**src/fbpo_pkg.sv**
```systemverilog
package fbpo_pkg;
    // register indices; byte address is four times the index
    localparam logic [7:0] IDX_DUTY        = 8'h09;
    localparam logic [7:0] IDX_SEL_A       = 8'h0A;
    localparam logic [7:0] IDX_SEL_B       = 8'h0B;
    localparam logic [7:0] IDX_PORT_FIRST  = 8'h0C;
    localparam logic [7:0] IDX_PORT_SECOND = 8'h0D;
    localparam logic [7:0] IDX_STATUS      = 8'h0E;

    // status register bit positions
    localparam int unsigned ST_SHDN   = 0;
    localparam int unsigned ST_OUT_A  = 1;
    localparam int unsigned ST_OUT_B  = 2;
    localparam int unsigned ST_PORT_F = 3;
    localparam int unsigned ST_PORT_S = 4;
    localparam int unsigned ST_REGION = 5;

    typedef enum logic [1:0] {
        PH_LOW   = 2'h0,
        PH_HIGH  = 2'h1,
        PH_BLINK = 2'h2,
        PH_FIL   = 2'h3
    } fbpo_phase_fn_e;

    typedef enum logic [2:0] {
        PT_LOW   = 3'h0,
        PT_HIGH  = 3'h1,
        PT_BLINK = 3'h2,
        PT_DOUT  = 3'h3,
        PT_TONE0 = 3'h4,
        PT_TONE1 = 3'h5,
        PT_TONE2 = 3'h6,
        PT_RUN   = 3'h7
    } fbpo_port_fn_e;

    // gray along the period
    typedef enum logic [2:0] {
        RG_IDLE_HEAD = 3'h0,
        RG_DRIVE_B   = 3'h1,
        RG_GAP       = 3'h3,
        RG_DRIVE_A   = 3'h2,
        RG_IDLE_TAIL = 3'h6
    } fbpo_region_e;

    // reset values
    localparam logic [7:0] RST_DUTY        = 8'h00;
    localparam logic [1:0] RST_SEL_A       = 2'h0;
    localparam logic [1:0] RST_SEL_B       = 2'h0;
    localparam logic [2:0] RST_PORT_FIRST  = 3'h0;
    localparam logic [2:0] RST_PORT_SECOND = 3'h1;

    // filament timing in oscillator cycles
    localparam int unsigned PERIOD_CYCLES = 400;
    localparam logic [8:0]  PERIOD_LAST   = 9'(PERIOD_CYCLES - 1);
    localparam logic [7:0]  DUTY_MAX      = 8'hC7;
    localparam int unsigned GAP_CYCLES    = 2;
    localparam logic [8:0]  GAP_START     = 9'(DUTY_MAX);
    localparam logic [8:0]  GAP_END       = 9'(DUTY_MAX + GAP_CYCLES);

    // tones, derived from the nominal oscillator
    localparam int unsigned OSC_NOM_HZ = 4000000;
    localparam int unsigned TONE0_HZ   = 625;
    localparam int unsigned TONE1_HZ   = 1250;
    localparam int unsigned TONE2_HZ   = 2500;
    localparam logic [11:0] TONE0_HALF = 12'(OSC_NOM_HZ / (2 * TONE0_HZ));
    localparam logic [11:0] TONE1_HALF = 12'(OSC_NOM_HZ / (2 * TONE1_HZ));
    localparam logic [11:0] TONE2_HALF = 12'(OSC_NOM_HZ / (2 * TONE2_HZ));
endpackage

```
**src/fbpo_fil_seq.sv**
```systemverilog
`timescale 1ns/1ps
`default_nettype none
module fbpo_fil_seq
    import fbpo_pkg::*;
(
    // clock and reset
    input  wire logic       clk,
    input  wire logic       rst,
    // timing and setting
    input  wire logic       digit_start,
    input  wire logic [7:0] duty_cfg,
    // drive and state
    output logic            drive_a,
    output logic            drive_b,
    output logic [8:0]      period_cnt,
    output logic [7:0]      duty_used,
    output fbpo_region_e    region
);
    typedef struct packed {
        logic [8:0]   cnt;
        logic [7:0]   duty;
        fbpo_region_e region;
    } fbpo_seq_s;

    fbpo_seq_s st;
    fbpo_seq_s next_st;

    function automatic fbpo_region_e region_of(input logic [8:0] c, input logic [7:0] d);
        logic [8:0] b_start;
        logic [8:0] a_end;
        b_start = GAP_START - {1'b0, d};
        a_end   = GAP_END + {1'b0, d};
        if (c < b_start)
            region_of = RG_IDLE_HEAD;
        else if (c < GAP_START)
            region_of = RG_DRIVE_B;
        else if (c < GAP_END)
            region_of = RG_GAP;
        else if (c < a_end)
            region_of = RG_DRIVE_A;
        else
            region_of = RG_IDLE_TAIL;
    endfunction

    always_comb
    begin
        next_st = st;
        if (digit_start || st.cnt == PERIOD_LAST)
            next_st.cnt = '0;
        else
            next_st.cnt = st.cnt + 9'h001;
        // duty only changes at a period boundary so a period never tears
        if (next_st.cnt == '0)
            next_st.duty = (duty_cfg > DUTY_MAX) ? DUTY_MAX : duty_cfg;
        next_st.region = region_of(next_st.cnt, next_st.duty);
    end

    always_ff @(posedge clk)
    begin
        if (rst)
            st <= '{cnt: 9'h000, duty: 8'h00, region: RG_IDLE_HEAD};
        else
            st <= next_st;
    end

    assign drive_a    = (st.region == RG_DRIVE_A);
    assign drive_b    = (st.region == RG_DRIVE_B);
    assign period_cnt = st.cnt;
    assign duty_used  = st.duty;
    assign region     = st.region;
endmodule
`default_nettype wire

```
**src/fbpo_tones.sv**
```systemverilog
`timescale 1ns/1ps
`default_nettype none
module fbpo_tones
    import fbpo_pkg::*;
(
    // clock and reset
    input  wire logic clk,
    input  wire logic rst,
    // square waves, lowest first
    output logic [2:0] tone
);
    localparam logic [2:0][11:0] HALF = {TONE2_HALF, TONE1_HALF, TONE0_HALF};

    typedef struct packed {
        logic [2:0][11:0] cnt;
        logic [2:0]       tone;
    } fbpo_tone_s;

    fbpo_tone_s st;
    fbpo_tone_s next_st;

    always_comb
    begin
        next_st = st;
        for (int i = 0; i < 3; i++)
        begin
            if (st.cnt[i] == HALF[i] - 12'h001)
            begin
                next_st.cnt[i]  = '0;
                next_st.tone[i] = ~st.tone[i];
            end
            else
                next_st.cnt[i] = st.cnt[i] + 12'h001;
        end
    end

    always_ff @(posedge clk)
    begin
        if (rst)
            st <= '0;
        else
            st <= next_st;
    end

    assign tone = st.tone;
endmodule
`default_nettype wire

```
**src/fbpo_top.sv**
```systemverilog
// The APB slave port was decided locally.
`timescale 1ns/1ps
`default_nettype none
module fbpo_top
    import fbpo_pkg::*;
#(
    parameter int unsigned ADDR_W = 10
)
(
    // clock and reset
    input  wire logic              clk,
    input  wire logic              rst,
    // apb slave
    input  wire logic              psel,
    input  wire logic              penable,
    input  wire logic              pwrite,
    input  wire logic [ADDR_W-1:0] paddr,
    input  wire logic [31:0]       pwdata,
    input  wire logic [3:0]        pstrb,
    output logic                   pready,
    output logic [31:0]            prdata,
    output logic                   pslverr,
    // device state from the rest of the controller
    input  wire logic              shutdown,
    input  wire logic              blink_phase,
    input  wire logic              serial_dout,
    input  wire logic              digit_start,
    // output pins
    output logic                   bridge_out_a,
    output logic                   bridge_out_b,
    output logic                   port_out_first,
    output logic                   port_out_second
);
    typedef struct packed {
        logic [7:0]     duty;
        fbpo_phase_fn_e sel_a;
        fbpo_phase_fn_e sel_b;
        fbpo_port_fn_e  sel_pf;
        fbpo_port_fn_e  sel_ps;
        logic           out_a;
        logic           out_b;
        logic           out_pf;
        logic           out_ps;
        logic [31:0]    rdata;
    } fbpo_top_s;

    localparam fbpo_top_s ST_RESET = '{
        duty:   RST_DUTY,
        sel_a:  fbpo_phase_fn_e'(RST_SEL_A),
        sel_b:  fbpo_phase_fn_e'(RST_SEL_B),
        sel_pf: fbpo_port_fn_e'(RST_PORT_FIRST),
        sel_ps: fbpo_port_fn_e'(RST_PORT_SECOND),
        out_a:  1'b0,
        out_b:  1'b0,
        out_pf: 1'b0,
        out_ps: 1'b1,
        rdata:  32'h0000_0000
    };

    fbpo_top_s st;
    fbpo_top_s next_st;

    logic         seq_a;
    logic         seq_b;
    logic [8:0]   period_cnt;
    logic [7:0]   duty_used;
    fbpo_region_e region;
    logic [2:0]   tone;
    logic [7:0]   idx;
    logic         setup;
    logic         wr_go;

    fbpo_fil_seq u_seq (
        .clk         (clk),
        .rst         (rst),
        .digit_start (digit_start),
        .duty_cfg    (st.duty),
        .drive_a     (seq_a),
        .drive_b     (seq_b),
        .period_cnt  (period_cnt),
        .duty_used   (duty_used),
        .region      (region)
    );

    fbpo_tones u_tones (
        .clk  (clk),
        .rst  (rst),
        .tone (tone)
    );

    function automatic logic reg_hit(input logic [ADDR_W-1:0] a);
        logic [7:0] i;
        i = 8'(a >> 2);
        reg_hit = (a[1:0] == 2'h0) && (i >= IDX_DUTY) && (i <= IDX_STATUS);
    endfunction

    function automatic logic phase_out(
        input fbpo_phase_fn_e sel,
        input logic           blink,
        input logic           fil,
        input logic           shdn
    );
        case (sel)
            PH_LOW:   phase_out = 1'b0;
            PH_HIGH:  phase_out = 1'b1;
            PH_BLINK: phase_out = blink;
            PH_FIL:   phase_out = fil & ~shdn;
            default:  phase_out = 1'b0;
        endcase
    endfunction

    // the second port flips only the tone and shutdown functions
    function automatic logic port_out(
        input fbpo_port_fn_e sel,
        input logic          blink,
        input logic          dout,
        input logic [2:0]    tn,
        input logic          shdn,
        input logic          inv
    );
        logic t;
        t = 1'b0;
        case (sel)
            PT_LOW:   port_out = 1'b0;
            PT_HIGH:  port_out = 1'b1;
            PT_BLINK: port_out = blink;
            PT_DOUT:  port_out = dout;
            PT_TONE0, PT_TONE1, PT_TONE2:
            begin
                t = tn[sel[1:0]] & ~shdn;
                port_out = t ^ inv;
            end
            PT_RUN:   port_out = ~shdn ^ inv;
            default:  port_out = 1'b0;
        endcase
    endfunction

    assign idx   = 8'(paddr >> 2);
    assign setup = psel & ~penable;
    assign wr_go = psel & penable & pwrite & pstrb[0] & reg_hit(paddr);

    always_comb
    begin
        next_st = st;
        // read data is captured in the setup cycle so prdata comes from a flop
        if (setup)
        begin
            next_st.rdata = 32'h0000_0000;
            case (idx)
                IDX_DUTY:        next_st.rdata[7:0] = st.duty;
                IDX_SEL_A:       next_st.rdata[1:0] = st.sel_a;
                IDX_SEL_B:       next_st.rdata[1:0] = st.sel_b;
                IDX_PORT_FIRST:  next_st.rdata[2:0] = st.sel_pf;
                IDX_PORT_SECOND: next_st.rdata[2:0] = st.sel_ps;
                IDX_STATUS:
                begin
                    next_st.rdata[ST_SHDN]             = shutdown;
                    next_st.rdata[ST_OUT_A]            = st.out_a;
                    next_st.rdata[ST_OUT_B]            = st.out_b;
                    next_st.rdata[ST_PORT_F]           = st.out_pf;
                    next_st.rdata[ST_PORT_S]           = st.out_ps;
                    next_st.rdata[ST_REGION+2:ST_REGION] = region;
                end
                default:         next_st.rdata = 32'h0000_0000;
            endcase
            if (!reg_hit(paddr))
                next_st.rdata = 32'h0000_0000;
        end
        if (wr_go)
        begin
            case (idx)
                IDX_DUTY:        next_st.duty   = pwdata[7:0];
                IDX_SEL_A:       next_st.sel_a  = fbpo_phase_fn_e'(pwdata[1:0]);
                IDX_SEL_B:       next_st.sel_b  = fbpo_phase_fn_e'(pwdata[1:0]);
                IDX_PORT_FIRST:  next_st.sel_pf = fbpo_port_fn_e'(pwdata[2:0]);
                IDX_PORT_SECOND: next_st.sel_ps = fbpo_port_fn_e'(pwdata[2:0]);
                default:         next_st.duty   = st.duty;
            endcase
        end
        next_st.out_a  = phase_out(st.sel_a, blink_phase, seq_a, shutdown);
        next_st.out_b  = phase_out(st.sel_b, blink_phase, seq_b, shutdown);
        next_st.out_pf = port_out(st.sel_pf, blink_phase, serial_dout, tone, shutdown, 1'b0);
        next_st.out_ps = port_out(st.sel_ps, blink_phase, serial_dout, tone, shutdown, 1'b1);
    end

    always_ff @(posedge clk)
    begin
        if (rst)
            st <= ST_RESET;
        else
            st <= next_st;
    end

    // zero wait states: the access cycle always completes
    assign pready          = psel & penable;
    assign pslverr         = psel & penable & ~reg_hit(paddr);
    assign prdata          = st.rdata;
    assign bridge_out_a    = st.out_a;
    assign bridge_out_b    = st.out_b;
    assign port_out_first  = st.out_pf;
    assign port_out_second = st.out_ps;

    logic [8:0] b_start;
    logic [8:0] a_end;
    assign b_start = GAP_START - {1'b0, duty_used};
    assign a_end   = GAP_END + {1'b0, duty_used};
endmodule
`default_nettype wire

```
**config.mk**
```make
export PLATFORM = sky130hd
export DESIGN_NAME = fbpo_top
export DESIGN_NICKNAME = d
export VERILOG_FILES = /design/src/fbpo_pkg.sv /design/src/fbpo_fil_seq.sv /design/src/fbpo_tones.sv /design/src/fbpo_top.sv
export SDC_FILE = /design/constraint.sdc
export NUM_CORES = 1
export LEC_CHECK = 0
export ABC_CLOCK_PERIOD_IN_PS = 11400
export BUFFER_PORTS_ARGS = -buffer_cell sky130_fd_sc_hd__buf_2
export CAP_MARGIN = 20
export CORE_ASPECT_RATIO = 0.75
export CORE_MARGIN = 2
export CORE_UTILIZATION = 60
export CTS_BUF_LIST = sky130_fd_sc_hd__clkbuf_16
export CTS_CLUSTER_SIZE = 12
export DETAILED_ROUTE_END_ITERATION = 16
export GPL_TIMING_DRIVEN = 1
export MAX_ROUTING_LAYER = met4
export PLACE_DENSITY_LB_ADDON = 0.12
export REMOVE_ABC_BUFFERS = 1
export SYNTH_ARGS = -nofsm -noshare
export SYNTH_HDL_FRONTEND = slang
export SYNTH_HIERARCHICAL = 1
export SYNTH_SLANG_ARGS = --single-unit
```
**constraint.sdc**
```tcl
create_clock -name clk -period 11.4 [get_ports clk]
set_input_delay 2.28 -clock clk [delete_from_list [all_inputs] [get_ports clk]]
set_output_delay 2.28 -clock clk [all_outputs]
set_load 0.02 [all_outputs]
```
-- Word level (Yosys, flattened, before mapping)
Index checks and enable logic that the tools add are counted.
W data, S select, Z words.
- add/subtract/negate cells: 6
- $lt $le $gt $ge: 9
- equality and inequality tests: 32
- mux-type cells: 18
- bitwise operators: 17
- reductions and logical operators: 22
- operators by type and width (cell ; count):
    $eq A8 B4 Y1 const B ; 6
    $add A12 B1 Y12 const B ; 3
    $eq A3 B3 Y1 const B ; 8
    $mux W8 ; 3
    $lt A9 B8 Y1 const B ; 2
    $lt A9 B9 Y1 ; 2
    $eq A3 B2 Y1 const B ; 5
    $eq A12 B10 Y1 const B ; 1
    $eq A12 B11 Y1 const B ; 1
    $eq A12 B12 Y1 const B ; 1
    $pmux W1 S4 ; 3
    $pmux W1 S6 ; 2
    $pmux W2 S6 ; 1
    $and A1 B1 Y1 ; 10
    $pmux W5 S2 ; 1
    $reduce_and A2 Y1 ; 5
    $add A8 B8 Y9 const A ; 1
    $add A9 B1 Y9 const B ; 1
    $eq A3 B1 Y1 const B ; 3
    $eq A9 B9 Y1 const B ; 1
    $logic_not A9 Y1 ; 1
    $mux W9 ; 1
    $reduce_or A3 Y1 ; 3
    $sub A8 B8 Y9 const A ; 1
    other kinds (17) ; 38
- register bits after elaboration: 113
- input port bits: 55
- output and inout bits: 38
- logic and storage cells: 125

-- Longest topological paths before layout
Gate-level depths: netlist of run 1.
- depth in word-level cells: 10
- mapped depth: 17

-- Hierarchy
The synthesis of run 1 kept the hierarchy.
- by module, submodules not included (module ; times used ; cells each ; area each (um^2) ; seq. area each (um^2)):
    fbpo_fil_seq ; 1 ; 220 ; 1791.7 ; 400.4
    fbpo_top ; 1 ; 200 ; 1727.9 ; 600.6
    fbpo_tones ; 1 ; 182 ; 1636.6 ; 780.7

-- Worst setup path after synthesis of run 1
OpenSTA, ideal clock, no wires.
- kind: input-to-output
- from: input paddr[9]
- to: output pslverr
- arrival time: 3.134 ns
- required time: 9.120 ns
- slack: 5.986 ns
- cell stages on the path: 3
- buffers on the path: 0
- path through: nor4b_4 > nand2_2 > o31a_2
- word-level cells in the longest chain between the ends: 5
- ends and longest elaborated chain (what ; line ; source):
    start: declaration ; fbpo_top.sv:17 ; input wire logic [ADDR_W-1:0] paddr,
    $ge A8 B4 Y1 ; fbpo_top.sv:94 ; reg_hit = (a[1:0] == 2'h0) && (i >= IDX_DUTY) && (i <= IDX_STATUS);
    $logic_and A1 B1 Y1 ; fbpo_top.sv:94 ;
    $logic_and A1 B1 Y1 (*) ; fbpo_top.sv:94 ;
    $not A1 Y1 (*) ; fbpo_top.sv:196 ; assign pslverr = psel & penable & ~reg_hit(paddr);
    $and A1 B1 Y1 (*) ; fbpo_top.sv:196 ;
    end: declaration ; fbpo_top.sv:22 ; output logic pslverr,
Mark *: on every way between the ends. The rest lies on a longest branch, timed or not.

-- Final worst setup path of run 1
Same ends and word-level chain as after synthesis.

==> results.cfg, run 1 <==
[worst_setup_path]
crit_slowest_cell = nor4b_4
cpMostUsedCell = buf_2
cp_max_fo = 6
worstPathRequired_ns = 9.12
startpoint_type = primary input
path_cells = buf_2 > nor4b_4 > nand2_2 > o31a_2 > buf_2
cp.arrival_ns = 3.41
end_kind = primary output
crit_type = in2out
cp_slowest_stage_delay_ns = 0.43

[synth]
synth.distinct_cells = 71
synth-main-ff-cell = dfxtp_1
netlist_top_cells_area = dfxtp_1 (35%), nor2_1 (6.8%), buf_4 (5.4%), xnor2_1 (5.3%), ha_1 (4.9%)
synth_edf_count = 0
syn_area_per_cell_um2 = 8.57
synth_area_um2 = 5160
synth_top_cell_by_area = dfxtp_1
async_flop_share = 0
ys_seq_area_frac = 0.346
synthDominantCellAreaShare = 0.346
synth_seq_cells = 89
synthCells = 602
ys_warn_count = 6

[grt]
grt-ovfl-total = 0
antenna_found_initial = 0
grt_pass1_wl_um = 17200
grt.total_usage = 0.232
grt_pass1_vias = 3672
grt_max_degree = 55

[drt]
drc = 0
vias = 4039
dr.first_iter.drc_count = 281
routedWlPerCell_um = 13.8
detail-route-antenna-nets = 0
vias_per_cell = 5.53
totalWireLength_um = 10100
dr.pass1.iters = 5

[power]
power_uw = 646
p_int_uw = 496
swShare = 0.233
p_sw_uw = 150
power.static_leakage_nw = 2.33
clockPowerShare = 0.441
power_density_nw_per_um2 = 118
ir_worst_vdd_mv = 0.102
combPwrFrac = 0.068
pwr-share-seq = 0.491

[finish]
final_common_cell = nor2_1
final_layout_size_suffix_gt1_frac = 0.135
layout_common_cells = nor2_1 (93), dfxtp_1 (89), buf_2 (41)
layoutNonFillerInstCount = 731
nets = 695
syn_to_final_growth_pct = 6.12
n_antenna_cell = 0
final_core_util = 0.650
stdcell_area_um2 = 5470

[clock_network]
cts_hold_buffers = 0
post-cts-setup-buffers = 0
htree_levels = 3
cts_tree = done
root_buffer = clkbuf_16
numCtsBuffers = 9
clk_pin_slew_ns = 0.06
clockBufferDepth = 2
clk_latency_ns = 0.34
clock_sink_count = 89
ctsResizeCount = 0

[place]
gp_congestion = 0.904
portBuffers = 41
hpwl_um = 7420
dp_cells = 717
placed_area_um2 = 5190

[timing]
drv_slew = 0
worstMarginPinSlew_ns = 0.611
finalCritPeriodShare = 0.499
finalHoldViolCount = 0
skew_ns = 0.00500
fmax_mhz = 176
rsz0062_at_grt = false
setup_viol = 0
slew_headroom = 0.591
period_minus_slack_ns = 5.69
fin_tns_setup_ns = 0

[floorplan]
start_util = 0.613
rows = 29
boundaryPins = 93
die_h_um = 84.3
die_x_um = 111
die_area_um2 = 9360
coreArea_um2 = 8420

[job]
maxCapViolations = 0

[run_status]
status = completed

[min_path]
min_path_type = reg2reg
## cell type report
| cell class | count | area [µm²] |
|---|---|---|
| multi-input cells | 461 | 3000 |
| fillers | 742 | 2950 |
| flip-flops and latches | 89 | 1780 |
| clock buffers | 9 | 225 |
| repair buffers | 42 | 213 |
| well taps | 108 | 135 |
| inverters | 17 | 63.8 |
| clock inverters | 5 | 56.3 |
## cell families after synthesis
group / after synthesis / share of synthesized area
simple gates: 252 / 0.252
flops: 89 / 0.346
compound gates: 80 / 0.104
buf+inv: 75 / 0.0900
xor+xnor: 53 / 0.0900
mux: 32 / 0.0692
fa+ha+maj: 20 / 0.0485
other cells: 1 / 0.000727
## critical path: cells and delay by family
| family | cells | cell delay [ns] |
|---|---|---|
| AOI/OAI and AO/OA | 1 | 0.34 |
| buffers and inverters | 2 | 0.27 |
| and+or+nand+nor | 2 | 0.52 |
## power groups by stage
stage,clock [mW],sequential [mW],combinational [mW]
3_5_place_dp,0,0.324,0.0433
3_3_place_gp,0,0.324,0.0423
6_report,0.285,0.317,0.0437
2_1_floorplan,0,0.323,0.0270
5_1_grt,0.303,0.318,0.0488
4_1_cts,0.291,0.317,0.0436
## Yosys cell counts, types with 4 or more instances
library cell / n
dfxtp_1: 89
a22oi_1: 7
nor3_1: 18
xor2_1: 22
ha_1: 20
nand2b_1: 4
a21oi_1: 20
buf_2: 4
nor3b_1: 4
mux2i_1: 25
nor2b_1: 5
nand2_1: 40
inv_1: 17
or3_1: 4
nand3_1: 21
o21ai_0: 13
and2_1: 6
nor2_1: 93
a21o_1: 6
buf_4: 37
nand4_1: 17
xnor2_1: 31
o21ai_1: 8
clkbuf_1: 13
and4_1: 4
and3_1: 5
## flip-flops by register name, indices dropped and copies added (netlist names)
register,count
u_tones/st,36
st,18
u_seq/period_cnt,9
prdata,8
u_seq/duty_used,8
u_seq/region,3
u_tones/tone,3
bridge_out_a,1
bridge_out_b,1
port_out_first,1
port_out_second,1
## through the flow
| stage | worst slack, ns | hold WS (ns) |
|---|---|---|
| finish | 5.71 | 0.445 |
| global route | 5.61 | 0.466 |
| CTS | 5.72 | 0.451 |
| detailed placement | 5.72 | 0.443 |
| global placement | 5.73 | 0.428 |
| floorplan | 5.99 | 0.418 |
## layer usage
metal  wire length (µm)  track usage  vias up
met5                  0            -        -
met4                 73       0.0505        0
met3                678       0.0643        4
met2               4180        0.334      131
met1               5160        0.328     1824
li1                   -            -     2080
## worst paths after layout
| kind | startpoint | to | slack (ns) | cells after the start |
|---|---|---|---|---|
| max | paddr[9] | pslverr | 5.71 | 5 |
| min | prdata[0] | prdata[0] | 0.44 | 2 |
| min reg2reg | prdata[0] | prdata[0] | 0.44 | 2 |
| max reg2reg | u_seq/period_cnt[0] | u_seq/region[2] | 7.18 | 15 |
Power figures use the tool's default switching activity.
==> run 2: changes to the inputs <==
- ABC_AREA: default -> 1
- ABC_CLOCK_PERIOD_IN_PS: 11400 -> 5400
- CORE_UTILIZATION: 60 -> 57
- clock period: 11.4 -> 5.4 ns (I/O delays scaled with it)
==> results.cfg, run 2 <==
[synth]
synth_edf_count = 0
async_flop_share = 0
synth_area_um2 = 5560
netlist_top_cells_area = dfxtp_1 (32%), nand2_1 (15%), nor2_1 (9.8%), inv_1 (6.0%), buf_4 (5.0%)
synth_most_common_cell = nand2_1
synthTopCellsByCount = nand2_1 (225), nor2_1 (145), dfxtp_1 (89), inv_1 (89), nand3_1 (55)
synthDominantCellAreaShare = 0.320
ys_warn_count = 6
synth_seq_cells = 89
syn_area_per_cell_um2 = 6.64
synthCells = 838
ys_seq_area_frac = 0.320
synth.distinct_cells = 46
synth-main-ff-cell = dfxtp_1
synth_top_cell_by_area = dfxtp_1

[clock_network]
clock_sink_count = 89
ctsResizeCount = 0
post-cts-setup-buffers = 0
root_buffer = clkbuf_16
clk_latency_ns = 0.34
cts_tree = done
htree_levels = 3
clockBufferDepth = 2
numCtsBuffers = 9
cts_hold_buffers = 0
clk_pin_slew_ns = 0.06

[drt]
detail-route-antenna-nets = 0
totalWireLength_um = 11900
routedWlPerCell_um = 11.9
vias = 5099
dr.first_iter.drc_count = 327
dr.pass1.iters = 5
drc = 0
vias_per_cell = 5.08

[worst_setup_path]
crit_slowest_cell = nor2_2
end_kind = primary output
cp_max_fo = 20
crit_family = simple AND/OR/NAND/NOR gates
r2r_start = u_seq/period_cnt[0]
critPathBufInv = 3
path_cells = buf_2 > inv_1 > nand2_1 > nor2_2 > nand2_1 > nor2_4 > a21oi_1 > buf_2
crit_type = in2out
cp_slowest_stage_delay_ns = 0.62
startpoint_type = primary input
critPathLaunch = paddr[8]
worstPathRequired_ns = 4.32
cp.arrival_ns = 2.58

[grt]
grt.total_usage = 0.238
globalRouteMet2Util = 0.391
grt_pass1_wl_um = 19800
antenna_found_initial = 0
grt-ovfl-total = 0
grtUsageMet3 = 0.0510
grt_busiest_layer = met2
grt_use_met1 = 0.297
grt_pass1_vias = 4586
grt_max_degree = 32

[timing]
rsz0062_at_grt = false
fin_tns_setup_ns = 0
worstMarginPinSlew_ns = 0.782
finalHoldViolCount = 0
slew_headroom = 0.478
finalCritPeriodShare = 0.678
skew_ns = 0.00882
drv_slew = 0
period_minus_slack_ns = 3.66
fmax_mhz = 273
setup_viol = 0

[finish]
syn_to_final_growth_pct = 6.82
n_antenna_cell = 0
final_common_cell = nand2_1
largest_reg_flops = 36
final_layout_size_suffix_gt1_frac = 0.127
nets = 942
layout_common_cells = nand2_1 (225), nor2_1 (145), inv_1 (93)
stdcell_area_um2 = 5940
regMostFlops = u_tones/st
fillCellCount = 921
final_core_util = 0.620

[place]
gp_congestion = 0.870
placed_area_um2 = 5660
hpwl_um = 9140
portBuffers = 41

[run_status]
status = completed

[floorplan]
coreArea_um2 = 9580
die_x_um = 118
boundaryPins = 93
rows = 31
die_h_um = 89.5
start_util = 0.580
die_area_um2 = 10600

[min_path]
min_path_type = reg2reg
hold_start = u_tones/st[38]

[power]
power.static_leakage_nw = 2.75
power_density_nw_per_um2 = 233
ir_worst_vdd_mv = 0.156

[job]
maxCapViolations = 0
run 2: worst register-to-register path, cell delays in order (launching register included):
cell and delay [ns]:
dfxtp_1 0.39, ha_1 0.22, nand3_1 0.13, nor2_2 0.14
nand2_1 0.10, nand4_1 0.20, nand2_1 0.12, nor2_4 0.22
nand2_4 0.19, nand2_1 0.10, nand2_1 0.08, inv_1 0.13
nand3_4 0.11, nand2_2 0.10, nand2_1 0.08, nand2_1 0.07
ha_1 0.24, nand2_1 0.10, nor2_1 0.05, a211oi_1 0.26
o221a_2 0.25, nand2_1 0.05, nand2_1 0.05, nor2_1 0.04
run 2: worst paths after layout:
kind	cells after the start	end	slack [ns]
max	8	pslverr	1.74
min	2	u_tones/st[38]	0.46
max reg2reg	23	u_seq/region[2]	1.88
min reg2reg	2	u_tones/st[38]	0.46
run 2: kinds of logic after synthesis:
kind of cell             Yosys count  share of synthesized area
flip-flops                        89                      0.320
other                              1                   0.000674
buffers and inverters            146                      0.132
adder cells (fa/ha/maj)           20                     0.0450
XOR/XNOR                          16                     0.0266
AND/OR/NAND/NOR                  501                      0.401
AO/OA/AOI/OAI                     65                     0.0743
run 2: power breakdown:
part           internal, mW  switching [mW]  leakage (nW)
combinational        0.0324          0.0839          1.89
clock                 0.350           0.244         0.148
sequential            0.665         0.00709         0.719
run 2: area by class of cell:
class / count / area (µm²) / share of cell area
Multi-Input combinational cell: 626 / 3130 / 0.527
Clock inverter: 7 / 56.3 / 0.00948
Clock buffer: 9 / 225 / 0.0379
Inverter: 100 / 377 / 0.0634
Timing Repair Buffer: 41 / 205 / 0.0345
Tap cell: 132 / 165 / 0.0278
Sequential cell: 89 / 1780 / 0.300
run 2: per-layer routing:
metal | routed length [µm] | share of wire | vias to the layer above
met1 | 6020 | 0.50 | 2313
met4 | 122 | 0.010 | 0
li1 | - | - | 2642
met5 | 0 | 0 | -
met3 | 591 | 0.049 | 10
met2 | 5210 | 0.44 | 134
run 2: metrics by stage:
| step | setup WS, ns | instances | total power, mW | hold WS (ns) |
|---|---|---|---|---|
| 6_report | 1.74 | 1004 | 1.38 | 0.459 |
| 4_1_cts | 1.74 | 1004 | 1.40 | 0.464 |
| 3_5_place_dp | 1.60 | 988 | 0.801 | 0.453 |
| 5_1_grt | 1.56 | 1004 | 1.44 | 0.479 |
| 2_1_floorplan | 2.14 | 815 | 0.766 | 0.430 |
| 3_3_place_gp | 1.66 | 988 | 0.798 | 0.443 |
==> run 3: changes to the inputs <==
- ABC_CLOCK_PERIOD_IN_PS: 5400 -> 3500
- clock period: 5.4 -> 3.5 ns (I/O delays scaled with it)
==> results.cfg, run 3 (synthesized netlist as in run 2, its figures left out) <==
[timing]
finalHoldViolCount = 0
setup_viol = 0
finalCritPeriodShare = 0.933
drv_slew = 0
hold_ws_ns = 0.458
slew_headroom = 0.626
fmax_mhz = 306
period_minus_slack_ns = 3.27
skew_ns = 0.00675
worstMarginPinSlew_ns = 0.557

[finish]
final_common_cell = nand2_1
stdcell_area_um2 = 6080
n_antenna_cell = 0
layoutNonFillerInstCount = 1011
regMostFlops = u_tones/st
layout_common_cells = nand2_1 (218), nor2_1 (145), inv_1 (88)
final_core_util = 0.634
fillCellCount = 875
final_layout_size_suffix_gt1_frac = 0.154
syn_to_final_growth_pct = 9.32
nets = 949
largest_reg_flops = 36

[grt]
antenna_found_initial = 0
grtUsageMet3 = 0.0497
grt_pass1_vias = 4572
grt_use_met1 = 0.307
grt_busiest_layer = met2
globalRouteMet2Util = 0.416
grt_max_degree = 30
grt.total_usage = 0.249
grt-ovfl-total = 0
grt_pass1_wl_um = 20500

[min_path]
min_path_type = reg2reg
hold_depth = 1
hold_start = u_tones/st[27]
hold_path_end = u_tones/st[27]

[clock_network]
htree_levels = 3
clockBufferDepth = 2
clk_latency_ns = 0.34
root_buffer = clkbuf_16
cts_hold_buffers = 0
clock_sink_count = 89
numCtsBuffers = 9
cts_tree = done
clk_pin_slew_ns = 0.06

[drt]
totalWireLength_um = 12500
vias_per_cell = 5.10
detail-route-antenna-nets = 0
dr.pass1.iters = 5
vias = 5160
dr.first_iter.drc_count = 356
routedWlPerCell_um = 12.3
drc = 0

[place]
placed_area_um2 = 5680
dp_cells = 991
portBuffers = 41
gp_congestion = 0.889
hpwl_um = 9390

[worst_setup_path]
cpMostUsedCell = nand2_1
end_kind = flop
critPathBufInv = 2
r2r_start = u_seq/period_cnt[0]
cp.arrival_ns = 3.51
crit_family = simple AND/OR/NAND/NOR gates
crit_type = reg2reg
crit_slowest_cell = dfxtp_4
r2r_slack_ns = 0.23
worstPathRequired_ns = 3.74
startpoint_type = flop
path_cells = ha_2 > nand2_2 > nor2_4 > nand3_1 > nand2_1 > inv_1 > nand2_2 > nand2_1 > nor2_4 > buf_4 > nand3b_1 > nand2_4 > nand3_4 > nand2_2 > nand2_1 > nand2_1 > ha_1 > nand2_1 > nor2_1 > a211oi_2 > o221a_2 > nand2_1 > nand2_1 > nor2_1
cp_slowest_stage_delay_ns = 0.37
r2r_cells = 24
timing.rr.end = u_seq/region[2]
cp_max_fo = 5

[floorplan]
start_util = 0.580
die_h_um = 89.5
die_x_um = 118
boundaryPins = 93
coreArea_um2 = 9580
rows = 31
die_area_um2 = 10600

[job]
maxCapViolations = 0

[power]
power_density_nw_per_um2 = 360
ir_worst_vdd_mv = 0.209
power.static_leakage_nw = 2.79
power_mw = 2.19

[run_status]
status = completed
## run 3: how the worst max path moves through the flow
stage	cells after the start	slack, ns	endpoint	from
3_3_place_gp	23	0.15	u_seq/region[2]	u_seq/period_cnt[0]
2_1_floorplan	23	0.60	u_seq/region[2]	u_seq/period_cnt[0]
3_5_place_dp	23	0.08	u_seq/region[2]	u_seq/period_cnt[0]
5_1_grt	24	-0.03	u_seq/region[1]	u_seq/period_cnt[0]
6_report	24	0.23	u_seq/region[2]	u_seq/period_cnt[0]
4_1_cts	23	0.02	u_seq/region[2]	u_seq/period_cnt[0]
## run 3: cell type report
class	instances	area [µm²]	share of cell area
repair buffers	48	270	0.0445
flip-flops and latches	89	1790	0.294
clock buffers	9	225	0.0371
inverters	100	377	0.0620
clock inverters	7	68.8	0.0113
multi-input cells	626	3190	0.524
well taps	132	165	0.0272
## run 3: through the flow
stage / TNS (ns) / setup WS [ns]
2_1_floorplan: 0 / 0.600
3_3_place_gp: 0 / 0.148
3_5_place_dp: 0 / 0.0827
4_1_cts: 0 / 0.0192
5_1_grt: -0.0760 / -0.0288
6_report: 0 / 0.234
## run 3: metal layers
layer / share of wire / vias to the layer above
li1: - / 2659
met1: 0.48 / 2310
met2: 0.45 / 170
met3: 0.054 / 21
met4: 0.016 / 0
met5: 0 / -
## run 3: what timing repair did
action / in CTS / in global routing
buffers inserted: 0 / 4
resized for setup: 0 / 18
endpoints found under the setup margin: 0 / 3
## run 3: power breakdown
part	switching, mW	internal [mW]	leakage (nW)
registers	0.0111	1.02	0.720
clock network	0.407	0.552	0.143
logic	0.136	0.0600	1.92
